$ cat src/rtl/ptb_pattern_gen.sv
// prbs15 / quasi-random pattern source with single error insertion and invert
module ptb_pattern_gen (
  // clock and reset
  input  wire logic clk,
  input  wire logic rstn,
  input  wire logic ce,
  // control
  input  wire logic run,
  input  wire logic qrts,
  input  wire logic invert,
  input  wire logic err_pulse,
  // pattern out
  output logic      bit_ff
);
  logic [14:0] lfsr_ff;
  logic        fb;

  // qrts: prbs15 with zero runs limited to 14 by forcing a one on the output
  assign fb = lfsr_ff[14] ^ lfsr_ff[13];

  // shift the polynomial x^15+x^14+1 while running
  always_ff @(posedge clk or negedge rstn) begin
    if (!rstn) begin
      lfsr_ff <= 15'h7FFF;
    end else if (ce && run) begin
      lfsr_ff <= {lfsr_ff[13:0], fb};
    end
  end

  // output bit with qrts zero suppression, inversion and error
  always_ff @(posedge clk or negedge rstn) begin
    if (!rstn) begin
      bit_ff <= 1'b0;
    end else if (ce) begin
      bit_ff <= run ? (((qrts && lfsr_ff[13:0] == 14'h0000) ? 1'b1 : fb) ^ invert ^ err_pulse) : 1'b0;
    end
  end
endmodule : ptb_pattern_gen

$ cat config.mk
export PLATFORM = sky130hd
export DESIGN_NAME = ptb_pattern_gen
export DESIGN_NICKNAME = d
export VERILOG_FILES = /design/src/rtl/ptb_pattern_gen.sv
export SDC_FILE = /design/constraint.sdc
export NUM_CORES = 1
export LEC_CHECK = 0
export BUFFER_PORTS_ARGS = -buffer_cell sky130_fd_sc_hd__buf_2
export CORE_AREA = 2 2 41 43
export DETAILED_ROUTE_END_ITERATION = 6
export DIE_AREA = 0 0 43 45
export GPL_ROUTABILITY_DRIVEN = 1
export PLACE_DENSITY = 0.68
export SYNTH_ARGS = -nofsm -noshare
export SYNTH_HDL_FRONTEND = slang
export SYNTH_SLANG_ARGS = --single-unit
$ cat constraint.sdc
create_clock -name clk -period 1.8 [get_ports clk]
set_clock_uncertainty 0.15 [all_clocks]
set_input_delay 0.18 -clock clk [delete_from_list [all_inputs] [get_ports clk]]
set_output_delay 0.18 -clock clk [all_outputs]
set_load 0.02 [all_outputs]
==> results.py <==
metrics = {
    "power": {
        "ir_drop_uv": 564.1,
        "p_per_area_mw_per_mm2": 1128,
        "leakagePower_nw": 0.3642,
        "power.total_mw": 0.9344,
    },
    "logic_synthesis": {
        "muxShareOfSynthArea": 0.2295,
        "synth-seq-area-share": 0.6102,
        "synth.distinct_cells": 15,
        "yosysWarnings": 0,
        "synth.net_count": 51,
        "synth_xor_area_frac": 0.03825,
        "syn_inst": 44,
        "synth_top_family_by_area": "multiplexers",
        "syn_area_per_cell_um2": 15.61,
        "synth_seq_cells": 16,
        "synth_compound_area_frac": 0.04918,
        "synthSimpleGateAreaFrac": 0.06193,
        "synth_fa_ha_area_frac": 0,
        "syn-cell-area_um2": 686.9,
    },
    "routing": {
        "routed_wl_mm": 1.009,
        "drtAntennaViolNets": 0,
        "drt_iter0_markers": 4,
        "wl_per_cell_um": 13.64,
        "via_per_inst": 5.135,
        "vias": 380,
        "drt_first_pass_iters": 2,
        "drc": 0,
    },
    "critical_path": {
        "critPathCaptureType": "flop",
        "crit_buf_inv": 0,
        "cp.required_ps": 1810,
        "startpoint_type": "flop",
        "cp_top_family": "simple AND/OR/NAND/NOR gates",
        "path_cells": "or4b_4 > o41ai_4 > xnor2_1 > o22ai_2",
        "cp.arrival_ps": 1790,
        "path_class": "reg2reg",
        "max_stage_delay_ps": 540,
        "cp_max_fo": 3,
        "cp_slowest_cell": "or4b_4",
    },
    "grt": {
        "grt_pass1_wl_mm": 1.794,
        "grt_use_met1": 0.1425,
        "antenna_found_initial": 0,
        "gr-usage-met3": 0.02400,
        "grt_use_met2": 0.2394,
        "first_global_vias": 451,
        "grt_use_total": 0.1329,
        "grt_max_degree": 18,
        "grt_overflow": 0,
        "grt.busiest_layer": "met2",
    },
    "final_layout": {
        "fin_nets": 66,
        "most-common-layout-cells": "dfstp_2, mux2_2, buf_2, clkbuf_4",
        "multi_input_area_um2": 279.0,
        "layout_commonest_cell": "dfstp_2",
        "seq_area_um2": 419.2,
        "fillCellCount": 122,
        "syn2layout_area_growth_pct": 20.58,
        "diodes": 0,
        "drive_gt1_frac": 0.8103,
    },
    "sta": {
        "setup_violations": 0,
        "maxSlewViolCount": 0,
        "finalWorstSetupSlack_ps": 22.64,
        "whs_ps": 155.9,
        "timing.final.crit_share": 0.9874,
        "hold_viol": 0,
        "tightest_slew_ps": 341.4,
        "max_freq_mhz": 562.6,
        "slew-limit-headroom": 0.7724,
        "timing.final.crit_period_ps": 1777,
        "tns_ps": 0,
        "rsz0062_at_grt": "true",
    },
    "min_path": {
        "hp-class": "in2reg",
    },
    "floorplanning": {
        "dieArea_mm2": 0.001935,
        "die_h_um": 45,
        "boundaryPins": 8,
        "core_area_mm2": 0.001471,
        "row_count": 14,
        "fp.dieW_um": 43,
        "initial_core_util": 0.4668,
    },
    "clock_tree": {
        "post_cts_buffers": 0,
        "clock_latency_ps": 280,
        "numCtsBuffers": 3,
        "clk_pin_slew_ps": 90,
        "cts.htree.levels": 1,
        "cts-root-buf": "clkbuf_4",
        "clock-sinks": 16,
        "cts_tree": "yes",
        "ctsLongestPathBuffers": 2,
    },
    "flow_run": {
        "cap_violations": 0,
    },
    "outcome": {
        "status": "completed",
    },
    "place": {
        "hpwlAfterDp_um": 720.9,
        "pre_cts_slack_ps": 16.86,
        "port_buffers": 7,
        "gp_congestion": 0.6983,
    },
}
worst min-delay path: stages:
cell     delay [ps]
buf_2            90
xor2_1           70
xnor2_1         130
o22ai_2          80
cell usage after synthesis:
cell type / instances / share of area
xnor2_1: 2 / 0.026
or3_1: 1 / 0.0091
dfstp_2: 15 / 0.57
o22ai_2: 1 / 0.018
xor2_1: 1 / 0.013
o21ai_0: 1 / 0.0073
inv_1: 1 / 0.0055
or4b_1: 1 / 0.015
nand2_1: 2 / 0.011
clkbuf_1: 1 / 0.0055
or4_4: 1 / 0.016
or4_1: 1 / 0.011
mux2_2: 14 / 0.23
o41ai_2: 1 / 0.024
dfrtp_1: 1 / 0.036
worst paths after layout:
kind | startpoint | to | slack (ps) | cells past startpoint
max in group asynchronous | rstn | lfsr_ff[5] | 1020 | 2
hold / removal | err_pulse | bit_ff | 160 | 4
setup / recovery | lfsr_ff[2] | bit_ff | 20 | 4
hold reg to reg | lfsr_ff[0] | lfsr_ff[0] | 360 | 2
min in group asynchronous | rstn | bit_ff | 180 | 2
setup reg to reg | lfsr_ff[2] | bit_ff | 20 | 4
repair_timing:
action / 4_1_cts / 5_1_grt
hold endpoints to repair: 17 / 0
setup endpoints to repair: 1 / 1
hold buffers: 2 / 0
pin swaps: 1 / 3
gates resized for setup: 2 / 1
metal layers:
metal	vias to the layer above	wire [um]	part of all wire
met5	-	0	0
met3	2	33	0.033
li1	186	-	-
met2	5	507	0.50
met4	0	4	0.0040
met1	187	464	0.46
sequential cells by signal (all words and copies together) (netlist names):
name / count
bit_ff: 1
lfsr_ff: 15
where the power goes:
| group | internal (mW) | leakage [nW] | total (mW) | switching, mW |
|---|---|---|---|---|
| Combinational | 0.141 | 0.175 | 0.240 | 0.0990 |
| Clock | 0.123 | 0.0210 | 0.230 | 0.107 |
| Sequential | 0.435 | 0.168 | 0.465 | 0.0300 |
logic make-up (layout without fill, tap and decap cells):
family	after synthesis	count (layout)
flip-flops	16	16
multiplexers	14	14
AND/OR/NAND/NOR	6	6
AO/OA/AOI/OAI	3	3
XOR/XNOR	3	3
buffers and inverters	2	16
metrics by stage:
step	util	std cells	instance area (um^2)
global route	0.5629	74	828.3
floorplan	-	44	686.9
CTS	0.5604	74	824.5
detailed placement	0.5119	68	753.2
finish	0.5629	74	828.3
global placement	0.5119	68	753.2
cell type report:
cell class,instances,share of cell area
tap,16,0.02417
timing repair buffer,11,0.08459
sequential,16,0.5060
inverter,1,0.004532
multi-input combinational,26,0.3369
clock buffer,4,0.04381
Power figures use the tool's default switching activity.
